$ cat src/hdl/uisc_pkg.sv
// package: offsets, unlock values, field positions for the status/clear block
package uisc_pkg;
  localparam logic [3:0] UISC_OFS_LINE_CTRL = 4'h3;
  localparam logic [3:0] UISC_OFS_SPECIAL_FN = 4'h7;
  localparam logic [3:0] UISC_OFS_STATUS_CLR = 4'hf;
  localparam logic [7:0] UISC_UNLOCK_VAL = 8'hbf;
  localparam int UISC_SFN_ENABLE_BIT = 2;
  localparam int UISC_CLR_ALL_BIT = 0;
  localparam logic [7:0] UISC_STATUS_RESET = 8'h00;
  localparam logic [7:0] UISC_LCR_RESET = 8'h00;
  localparam logic [7:0] UISC_SFN_RESET = 8'h00;
  localparam int UISC_NUM_SRC = 7;
  localparam logic [7:0] UISC_RD_ZERO = 8'h00;
endpackage

$ cat src/hdl/uisc_if.sv
// interface: source events between top and flag bank
`timescale 1ns/1ps
interface uisc_if;
  logic [6:0] src_active;
  logic [6:0] src_serviced;
  logic clear_all;
  logic [6:0] flags;
  modport top (output src_active, output src_serviced, output clear_all,
    input flags);
  modport bank (input src_active, input src_serviced, input clear_all,
    output flags);
endinterface

$ cat src/hdl/uisc_flag_bank.sv
// sticky interrupt status flags, bits 7..1 of the status register
`timescale 1ns/1ps
module uisc_flag_bank
  import uisc_pkg::*;
(
  input wire logic clk_sys_i,
  input wire logic rstn_i,
  uisc_if.bank bus
);
  logic [6:0] flags;
  logic [6:0] next_flags;
  logic [6:0] src_q;

  ////////////////////////////////////////////////////////////////////////////
  // rising edge of a source sets its flag; set beats clear
  always_comb begin
    next_flags = flags;
    if (bus.clear_all) begin
      next_flags = '0;
    end
    next_flags = next_flags & ~bus.src_serviced;
    next_flags = next_flags | (bus.src_active & ~src_q);
  end

  always_ff @(posedge clk_sys_i or negedge rstn_i) begin
    if (!rstn_i) begin
      flags <= UISC_STATUS_RESET[7:1];
      src_q <= 7'h00;
    end else begin
      flags <= next_flags;
      src_q <= bus.src_active;
    end
  end

  assign bus.flags = flags;

  ////////////////////////////////////////////////////////////////////////////
  property p_flag_set;
    @(posedge clk_sys_i) disable iff (!rstn_i)
      (bus.src_active[0] && !src_q[0]) |=> flags[0];
  endproperty
  a_flag_set: assert property (p_flag_set)
    else $error("flag did not set on source edge");

  property p_clear_all;
    @(posedge clk_sys_i) disable iff (!rstn_i)
      (bus.clear_all && ((bus.src_active & ~src_q) == 7'h00)) |=>
        (flags == 7'h00);
  endproperty
  a_clear_all: assert property (p_clear_all)
    else $error("clear-all left a flag set");

  property p_flag_hold;
    @(posedge clk_sys_i) disable iff (!rstn_i)
      (flags[3] && !bus.clear_all && !bus.src_serviced[3]) |=> flags[3];
  endproperty
  a_flag_hold: assert property (p_flag_hold)
    else $error("flag dropped without clear");

  c_clear: cover property (@(posedge clk_sys_i) disable iff (!rstn_i)
    bus.clear_all && (flags != 7'h00));
endmodule // uisc_flag_bank

$ cat src/hdl/uisc_status_clear.sv
// interrupt status and clear register of one bridge channel
`timescale 1ns/1ps
// Function
// register visible only when line control holds 0xBF and enable bit set.
// register at offset 0x0F, eight bits, zero after reset.
// bit 7 shows CTS/RTS change interrupt active.
// bit 6 shows received flow-off or special character interrupt active.
// bit 5 shows modem status interrupt active.
// bit 4 shows transmit holding interrupt active.
// bit 3 shows receiver timeout interrupt active.
// bit 2 shows receive holding data-available interrupt active.
// bit 1 shows receive line error interrupt active.
// writing one to bit 0 clears every status flag; the code keeps any flag whose source rises in the clearing cycle.
// clear-all bit returns to zero by itself after the write.
// special function bit 2 enables special register access when unlocked.
// flag sets on source activation, holds until serviced or cleared.
module uisc_status_clear
  import uisc_pkg::*;
(
  input wire logic clk_sys_i,
  input wire logic rstn_i,
  input wire logic [3:0] reg_addr_i,
  input wire logic reg_wr_i,
  input wire logic reg_rd_i,
  input wire logic [7:0] reg_wdata_i,
  input wire logic cts_rts_change_i,
  input wire logic flow_off_special_i,
  input wire logic modem_i,
  input wire logic transmit_holding_i,
  input wire logic rx_timeout_i,
  input wire logic receive_holding_i,
  input wire logic line_error_i,
  input wire logic [6:0] serviced_i,
  output logic [7:0] reg_rdata_o,
  output logic [7:0] interrupt_status_clear_o,
  output logic special_access_o
);
  logic [7:0] line_control_reg;
  logic [7:0] special_function_reg;
  logic clear_all_status;
  logic [7:0] reg_rdata;
  logic [7:0] next_line_control_reg;
  logic [7:0] next_special_function_reg;
  logic next_clear_all_status;
  logic [7:0] next_reg_rdata;
  logic unlocked;
  logic [7:0] status_view;
  logic clr_req;

  uisc_if link ();

  ////////////////////////////////////////////////////////////////////////////
  // sources in bit order 7..1 packed into 6..0
  assign link.src_active = {cts_rts_change_i,
                            flow_off_special_i,
                            modem_i,
                            transmit_holding_i,
                            rx_timeout_i,
                            receive_holding_i,
                            line_error_i};
  assign link.src_serviced = serviced_i;
  assign link.clear_all = clear_all_status;

  uisc_flag_bank u_bank (
    .clk_sys_i(clk_sys_i),
    .rstn_i(rstn_i),
    .bus(link)
  );

  ////////////////////////////////////////////////////////////////////////////
  function automatic logic hit(input logic [3:0] a, input logic [3:0] o);
    return a == o;
  endfunction

  assign unlocked = (line_control_reg == UISC_UNLOCK_VAL) &&
                    special_function_reg[UISC_SFN_ENABLE_BIT];
  assign status_view = {link.flags, clear_all_status};
  // accepted clear-all write; back-to-back writes keep the bit high
  assign clr_req = reg_wr_i && hit(reg_addr_i, UISC_OFS_STATUS_CLR) &&
                   unlocked && reg_wdata_i[UISC_CLR_ALL_BIT];

  always_comb begin
    next_line_control_reg = line_control_reg;
    next_special_function_reg = special_function_reg;
    next_clear_all_status = 1'b0;
    next_reg_rdata = reg_rdata;
    if (reg_wr_i) begin
      if (hit(reg_addr_i, UISC_OFS_LINE_CTRL)) begin
        next_line_control_reg = reg_wdata_i;
      end
      // special function reg only reachable with unlock value
      if (hit(reg_addr_i, UISC_OFS_SPECIAL_FN) &&
          line_control_reg == UISC_UNLOCK_VAL) begin
        next_special_function_reg = reg_wdata_i;
      end
      if (hit(reg_addr_i, UISC_OFS_STATUS_CLR) && unlocked) begin
        next_clear_all_status = reg_wdata_i[UISC_CLR_ALL_BIT];
      end
    end
    if (reg_rd_i) begin
      next_reg_rdata = UISC_RD_ZERO;
      if (hit(reg_addr_i, UISC_OFS_LINE_CTRL)) begin
        next_reg_rdata = line_control_reg;
      end else if (hit(reg_addr_i, UISC_OFS_SPECIAL_FN) &&
                   line_control_reg == UISC_UNLOCK_VAL) begin
        next_reg_rdata = special_function_reg;
      end else if (hit(reg_addr_i, UISC_OFS_STATUS_CLR) && unlocked) begin
        next_reg_rdata = status_view;
      end
    end
  end

  always_ff @(posedge clk_sys_i or negedge rstn_i) begin
    if (!rstn_i) begin
      line_control_reg <= UISC_LCR_RESET;
      special_function_reg <= UISC_SFN_RESET;
      clear_all_status <= UISC_STATUS_RESET[0];
      reg_rdata <= UISC_RD_ZERO;
    end else begin
      line_control_reg <= next_line_control_reg;
      special_function_reg <= next_special_function_reg;
      clear_all_status <= next_clear_all_status;
      reg_rdata <= next_reg_rdata;
    end
  end

  assign reg_rdata_o = reg_rdata;
  assign interrupt_status_clear_o = status_view;
  assign special_access_o = unlocked;

  ////////////////////////////////////////////////////////////////////////////
  property p_locked_read;
    @(posedge clk_sys_i) disable iff (!rstn_i)
      (reg_rd_i && hit(reg_addr_i, UISC_OFS_STATUS_CLR) && !unlocked) |=>
        (reg_rdata_o == 8'h00);
  endproperty
  a_locked_read: assert property (p_locked_read)
    else $error("status register readable while locked");

  property p_locked_write;
    @(posedge clk_sys_i) disable iff (!rstn_i)
      (reg_wr_i && !unlocked) |=> !clear_all_status;
  endproperty
  a_locked_write: assert property (p_locked_write)
    else $error("clear-all taken while locked");

  property p_unlocked_read;
    @(posedge clk_sys_i) disable iff (!rstn_i)
      (reg_rd_i && hit(reg_addr_i, UISC_OFS_STATUS_CLR) && unlocked) |=>
        (reg_rdata_o == $past(status_view));
  endproperty
  a_unlocked_read: assert property (p_unlocked_read)
    else $error("status read mismatch");

  property p_clr_write;
    @(posedge clk_sys_i) disable iff (!rstn_i)
      clr_req |=> clear_all_status;
  endproperty
  a_clr_write: assert property (p_clr_write)
    else $error("clear-all write not taken");

  property p_self_clear;
    @(posedge clk_sys_i) disable iff (!rstn_i)
      (clear_all_status && !clr_req) |=> !clear_all_status;
  endproperty
  a_self_clear: assert property (p_self_clear)
    else $error("clear-all bit did not self-clear");

  property p_bit7;
    @(posedge clk_sys_i) disable iff (!rstn_i)
      ($rose(cts_rts_change_i) && !clear_all_status) |=>
        interrupt_status_clear_o[7];
  endproperty
  a_bit7: assert property (p_bit7)
    else $error("bit 7 missed flow-control change");

  property p_bit1;
    @(posedge clk_sys_i) disable iff (!rstn_i)
      $rose(line_error_i) |=> interrupt_status_clear_o[1];
  endproperty
  a_bit1: assert property (p_bit1)
    else $error("bit 1 missed line error");

  property p_bit4;
    @(posedge clk_sys_i) disable iff (!rstn_i)
      $rose(transmit_holding_i) |=> interrupt_status_clear_o[4];
  endproperty
  a_bit4: assert property (p_bit4)
    else $error("bit 4 missed transmit holding");

  property p_bit6;
    @(posedge clk_sys_i) disable iff (!rstn_i)
      $rose(flow_off_special_i) |=> interrupt_status_clear_o[6];
  endproperty
  a_bit6: assert property (p_bit6)
    else $error("bit 6 missed flow-off or special character");

  property p_bit5;
    @(posedge clk_sys_i) disable iff (!rstn_i)
      $rose(modem_i) |=> interrupt_status_clear_o[5];
  endproperty
  a_bit5: assert property (p_bit5)
    else $error("bit 5 missed modem status");

  property p_bit3;
    @(posedge clk_sys_i) disable iff (!rstn_i)
      $rose(rx_timeout_i) |=> interrupt_status_clear_o[3];
  endproperty
  a_bit3: assert property (p_bit3)
    else $error("bit 3 missed receiver timeout");

  property p_bit2;
    @(posedge clk_sys_i) disable iff (!rstn_i)
      $rose(receive_holding_i) |=> interrupt_status_clear_o[2];
  endproperty
  a_bit2: assert property (p_bit2)
    else $error("bit 2 missed receive holding");

  // source held low so no set edge can mask the service clear
  property p_service;
    @(posedge clk_sys_i) disable iff (!rstn_i)
      (serviced_i[2] && !rx_timeout_i) |=> !interrupt_status_clear_o[3];
  endproperty
  a_service: assert property (p_service)
    else $error("timeout flag survived service");

  property p_clear_effect;
    @(posedge clk_sys_i) disable iff (!rstn_i)
      (clear_all_status && !$rose(modem_i)) |=> !interrupt_status_clear_o[5];
  endproperty
  a_clear_effect: assert property (p_clear_effect)
    else $error("modem flag survived clear-all");

  c_unlock: cover property (@(posedge clk_sys_i) disable iff (!rstn_i)
    $rose(unlocked));
  c_clr: cover property (@(posedge clk_sys_i) disable iff (!rstn_i)
    clear_all_status);
  c_read: cover property (@(posedge clk_sys_i) disable iff (!rstn_i)
    reg_rd_i && unlocked && hit(reg_addr_i, UISC_OFS_STATUS_CLR));
endmodule // uisc_status_clear

$ cat config.mk
export PLATFORM = sky130hd
export DESIGN_NAME = uisc_status_clear
export DESIGN_NICKNAME = d
export VERILOG_FILES = /design/src/hdl/uisc_pkg.sv /design/src/hdl/uisc_if.sv /design/src/hdl/uisc_flag_bank.sv /design/src/hdl/uisc_status_clear.sv
export SDC_FILE = /design/constraint.sdc
export NUM_CORES = 1
export LEC_CHECK = 0
export BUFFER_PORTS_ARGS = -buffer_cell sky130_fd_sc_hd__buf_2
export CELL_PAD_IN_SITES_DETAIL_PLACEMENT = 1
export CELL_PAD_IN_SITES_GLOBAL_PLACEMENT = 1
export CORE_ASPECT_RATIO = 1.75
export CORE_MARGIN = 10
export CORE_UTILIZATION = 43
export CTS_CLUSTER_DIAMETER = 120
export DETAILED_ROUTE_END_ITERATION = 8
export MAX_ROUTING_LAYER = met4
export PLACE_DENSITY_LB_ADDON = 0.1
export SETUP_SLACK_MARGIN = 0.1
export SLEW_MARGIN = 0
export SYNTH_ARGS = -nofsm -noshare
export SYNTH_HDL_FRONTEND = slang
export SYNTH_SLANG_ARGS = --single-unit
$ cat constraint.sdc
create_clock -name clk_sys_i -period 4.87 [get_ports clk_sys_i]
set_clock_uncertainty 0.2 [all_clocks]
set_input_delay 0.974 -clock clk_sys_i [delete_from_list [all_inputs] [get_ports clk_sys_i]]
set_output_delay 0.974 -clock clk_sys_i [all_outputs]
set_load 0.1 [all_outputs]
# Word-level counts from Yosys, hierarchy flattened
# Index checks and enable logic that the tools add are counted.
[totals]
regBits = 39
out_inout_bits = 17
word_cells = 26
input_bits = 30
[classes]
n_eq_ne = 4
n_mux = 6
n_reduce_logical = 5
bitwise = 5
[op_table]
columns = ["cell", "count"]
rows = [
  ["8-bit 2-to-1 mux", 3],
  ["7-bit AND", 2],
  ["7-bit inverter", 2],
  ["8-bit equality test, second input constant", 1],
  ["7-bit 2-to-1 mux", 1],
  ["7-bit bitwise OR", 1],
  ["4-bit by 2-bit equality test with 1-bit output, second input constant", 1],
  ["4-bit by 3-bit equality test with 1-bit output, second input constant", 1],
  ["4-bit equality test, second input constant", 1],
  ["2-bit AND reduction", 2],
  ["1-bit logical AND", 3],
  ["1-bit 2-to-1 mux", 2],
]

# Logic depth before layout (Yosys ltp)
[logic_depth]
depth_word = 6
ltp_mapped = 5
depth_no_buf = 4

# Cells and area by module
# Synthesis repeated with hierarchy kept, for this count alone.
[hier_totals]
hier_cells = 129
hier_area_um2 = 1625.3
[by_module_without_submodules]
columns = ["mod", "area_each_um2", "n_inst", "cells_each", "seq_area_each_um2"]
rows = [
  ["uisc_status_clear", 1161.1, 1, 94, 625.6],
  ["uisc_flag_bank", 464.2, 1, 35, 350.3],
]

# Worst setup path after synthesis
# Ideal clock, no wire load.
[synth_timing]
path_type = "flip-flop to output port"
start = "register line_control_reg[6]"
end = "output special_access_o"
stages_incl_launch_ff = 3
t_arrival_ns = 2.761
path_buffers = 0
path_slack_ns = 0.935
required_ns = 3.696
cell_sequence = "dfrtp_1 nand4b_4 nor3_1"
[synth_between]
elab_chain_len = 2
[synth_rtl]
columns = ["item", "line", "text"]
rows = [
  ["from (decl)", "uisc_status_clear.sv:38", "logic [7:0] line_control_reg;"],
  ["from (signal assigned)", "uisc_status_clear.sv:120", "line_control_reg <= next_line_control_reg;"],
  ["8-bit equality test", "uisc_status_clear.sv:75", "assign unlocked = (line_control_reg == UISC_UNLOCK_VAL) &&"],
  ["1-bit logical AND", "uisc_status_clear.sv:75", ""],
  ["to (decl)", "uisc_status_clear.sv:36", "output logic special_access_o"],
]
# No other way between the ends.

# Final worst setup path
# Same ends and word-level chain as after synthesis.

==> metrics.yaml <==
finish:
  diodes: 0
  final_cell_mix: "46 x buf_2, 39 x dfrtp_1, 17 x nor2_1, 16 x inv_1, 16 x mux2_2"
  fillers: 416
  drive_gt1_share_pct: 40.0
  multi_input_area_um2: 583
  areaGrowthSynthToFinish_pct: 20.5
  mostFrequentLayoutCell: "buf_2"
  seq_area_um2: 976
  nets: 211
die:
  num_rows: 29
  core_mm2: 0.00366
  die_w_um: 66.7
  pin_count: 47
  start_util_pct: 44.8
  die_area_mm2: 0.00679
  die-height_um: 102
setup_path:
  critical_path.max_fanout: 3
  arrival_ps: 1710
  endpoint_kind: "primary output"
  start_kind: "flop"
  path_cells: "nand4b_4 > nor3_1 > buf_2"
  cp.required_ps: 3700
  cp_slowest_stage_delay_ps: 490
  path_class: "flop to primary output"
  crit_path_top_delay_cell: "buf_2"
  crit_family: "simple AND/OR/NAND/NOR gates"
  cp.buffers_inverters: 1
logic_synthesis:
  ys_seq_area_share_pct: 59.4
  syn_area_per_cell_um2: 12.4
  synthCells: 133
  synth_cell_types: 24
  synth_area_mm2: 0.00164
  syn-num-nets: 163
  synth_warnings: 0
  ys_top_cells_by_area: "dfrtp_1 59%, mux2_2 11%, nor2_1 3.9%"
  ys_seq_elements: 39
  yosysTopAreaCellShare_pct: 59.4
  yosys.area.top_type: "dfrtp_1"
timing:
  setup_violations: 0
  hold_slack_ps: 222
  grt_setup_unrepaired: "no"
  max_freq_ghz: 0.346
  relSlewSlack_pct: 41.0
  hold_violations: 0
  fin_ws_ps: 1980
  tns_ps: 0
  tightest_slew_ps: 885
  finalCritPeriodShare_pct: 59.3
  post-route-min-period_ps: 2890
  slew_viol_final: 0
clock_network:
  tritoncts: "done"
  clockBufferDepth: 2
  root_buffer: "clkbuf_8"
  cts_sinks: 39
  cts_repair_resize_count: 0
  h-tree-depth: 2
  clkTransAtPathRegs_ps: 60
  cts_setup_buffers: 0
  cts_hold_buffers: 0
  cts_inserted_buffers: 5
  insertion_delay_ps: 280
placement:
  port_buffers: 46
  hpwl_um: 3290
  place_ws_ps: 2200
  gp_congestion: 0.825
global_routing:
  grt-ovfl-total: 0
  grt_use_total_pct: 13.8
  grt_pass1_vias: 1440
  grt_max_degree: 40
  grt_pass1_wl_um: 7100
  antenna_found_initial: 0
pwr:
  leakage_uw: 0.00103
  irDropWorstVdd_uv: 259
  p_total_uw: 728
  p_per_area_mw_per_mm2: 368
detailed_routing:
  via_count: 1214
  drt_pre_antenna_iters: 4
  drtIter0Drc: 71
  finalWirelength_um: 4210
  wl_per_cell_um: 18.6
  viasPerCell: 5.37
  drtAntennaViolNets: 0
  detail_route.drc_violations: 0
flow_run:
  cap_violations: 0
min_path:
  hold_path_class: "flop to flop"
status:
  status: "completed"
==> area by class of cell <==
type / count / area share (%)
flip-flops and latches: 39 / 49.3
multi-input cells: 73 / 29.5
repair buffers: 46 / 11.6
clock buffers: 6 / 3.67
inverters: 16 / 3.03
well taps: 46 / 2.91
==> synth_stat cells <==
| cell | instances |
|---|---|
| mux2_2 | 16 |
| nand2_4 | 1 |
| nand4_2 | 1 |
| o2111ai_1 | 1 |
| nand4bb_1 | 1 |
| nor2_1 | 17 |
| buf_2 | 1 |
| inv_1 | 16 |
| a211oi_1 | 7 |
| clkbuf_1 | 3 |
| nand4b_4 | 1 |
| o32ai_1 | 6 |
| buf_4 | 1 |
| dfrtp_1 | 39 |
| nor4_4 | 2 |
| nand2_1 | 6 |
| nand3_1 | 1 |
| and2_1 | 1 |
| o22ai_1 | 1 |
| a221oi_1 | 7 |
| o21ai_0 | 1 |
| nand4_1 | 1 |
| nor3_1 | 1 |
| a31oi_1 | 1 |
==> worst reg2reg max path: stages (launching register included) <==
cell and delay [ps]:
dfrtp_1 400, nand4b_4 230, nor4_4 630, nand2_4 200
mux2_2 330
==> routing by layer <==
layer  vias up  GRT usage [%]  wire (um)
li1        573              -          -
met1       595           14.3       1660
met2        40           22.7       2210
met3         6           4.75        272
met4         0           5.67         69
met5         -              -          0
==> power breakdown <==
group / internal, uW / total [uW] / switching [uW]
registers: 353 / 379 / 25.8
clock network: 95.4 / 194 / 98.2
logic: 39.6 / 155 / 115
total: 488 / 728 / 239
==> cell families after synthesis <==
logic type | count (synthesis) | share of synthesized area [%]
AOI/OAI and AO/OA | 24 | 11.7
buffers and inverters | 21 | 5.10
DFF | 39 | 59.4
muxes | 16 | 11.0
and+or+nand+nor | 33 | 12.8
==> through the flow <==
stage | instance area, um^2 | util (%) | std cells
2_1_floorplan | 1640 | - | 133
3_3_place_gp | 1910 | 52.0 | 220
3_5_place_dp | 1910 | 52.0 | 220
4_1_cts | 1980 | 54.0 | 226
5_1_grt | 1980 | 54.0 | 226
6_report | 1980 | 54.0 | 226
==> path summary, 6_finish.rpt <==
kind                                                 start                                  end  slack, ps  cells past startpoint
min reg2reg                      u_bank.src_q[0]$_DFF_PN0_        u_bank.bus.flags[0]$_DFF_PN0_        220                      1
min                              u_bank.src_q[0]$_DFF_PN0_        u_bank.bus.flags[0]$_DFF_PN0_        220                      1
max reg2reg                line_control_reg[6]$_DFFE_PN0P_  special_function_reg[4]$_DFFE_PN0P_       2770                      4
min in group asynchronous                           rstn_i           clear_all_status$_DFF_PN0_        610                      1
max                        line_control_reg[6]$_DFFE_PN0P_                     special_access_o       1980                      3
max in group asynchronous                           rstn_i  special_function_reg[7]$_DFFE_PN0P_       3300                      1
Note: power is estimated with default switching activity, not from simulation.
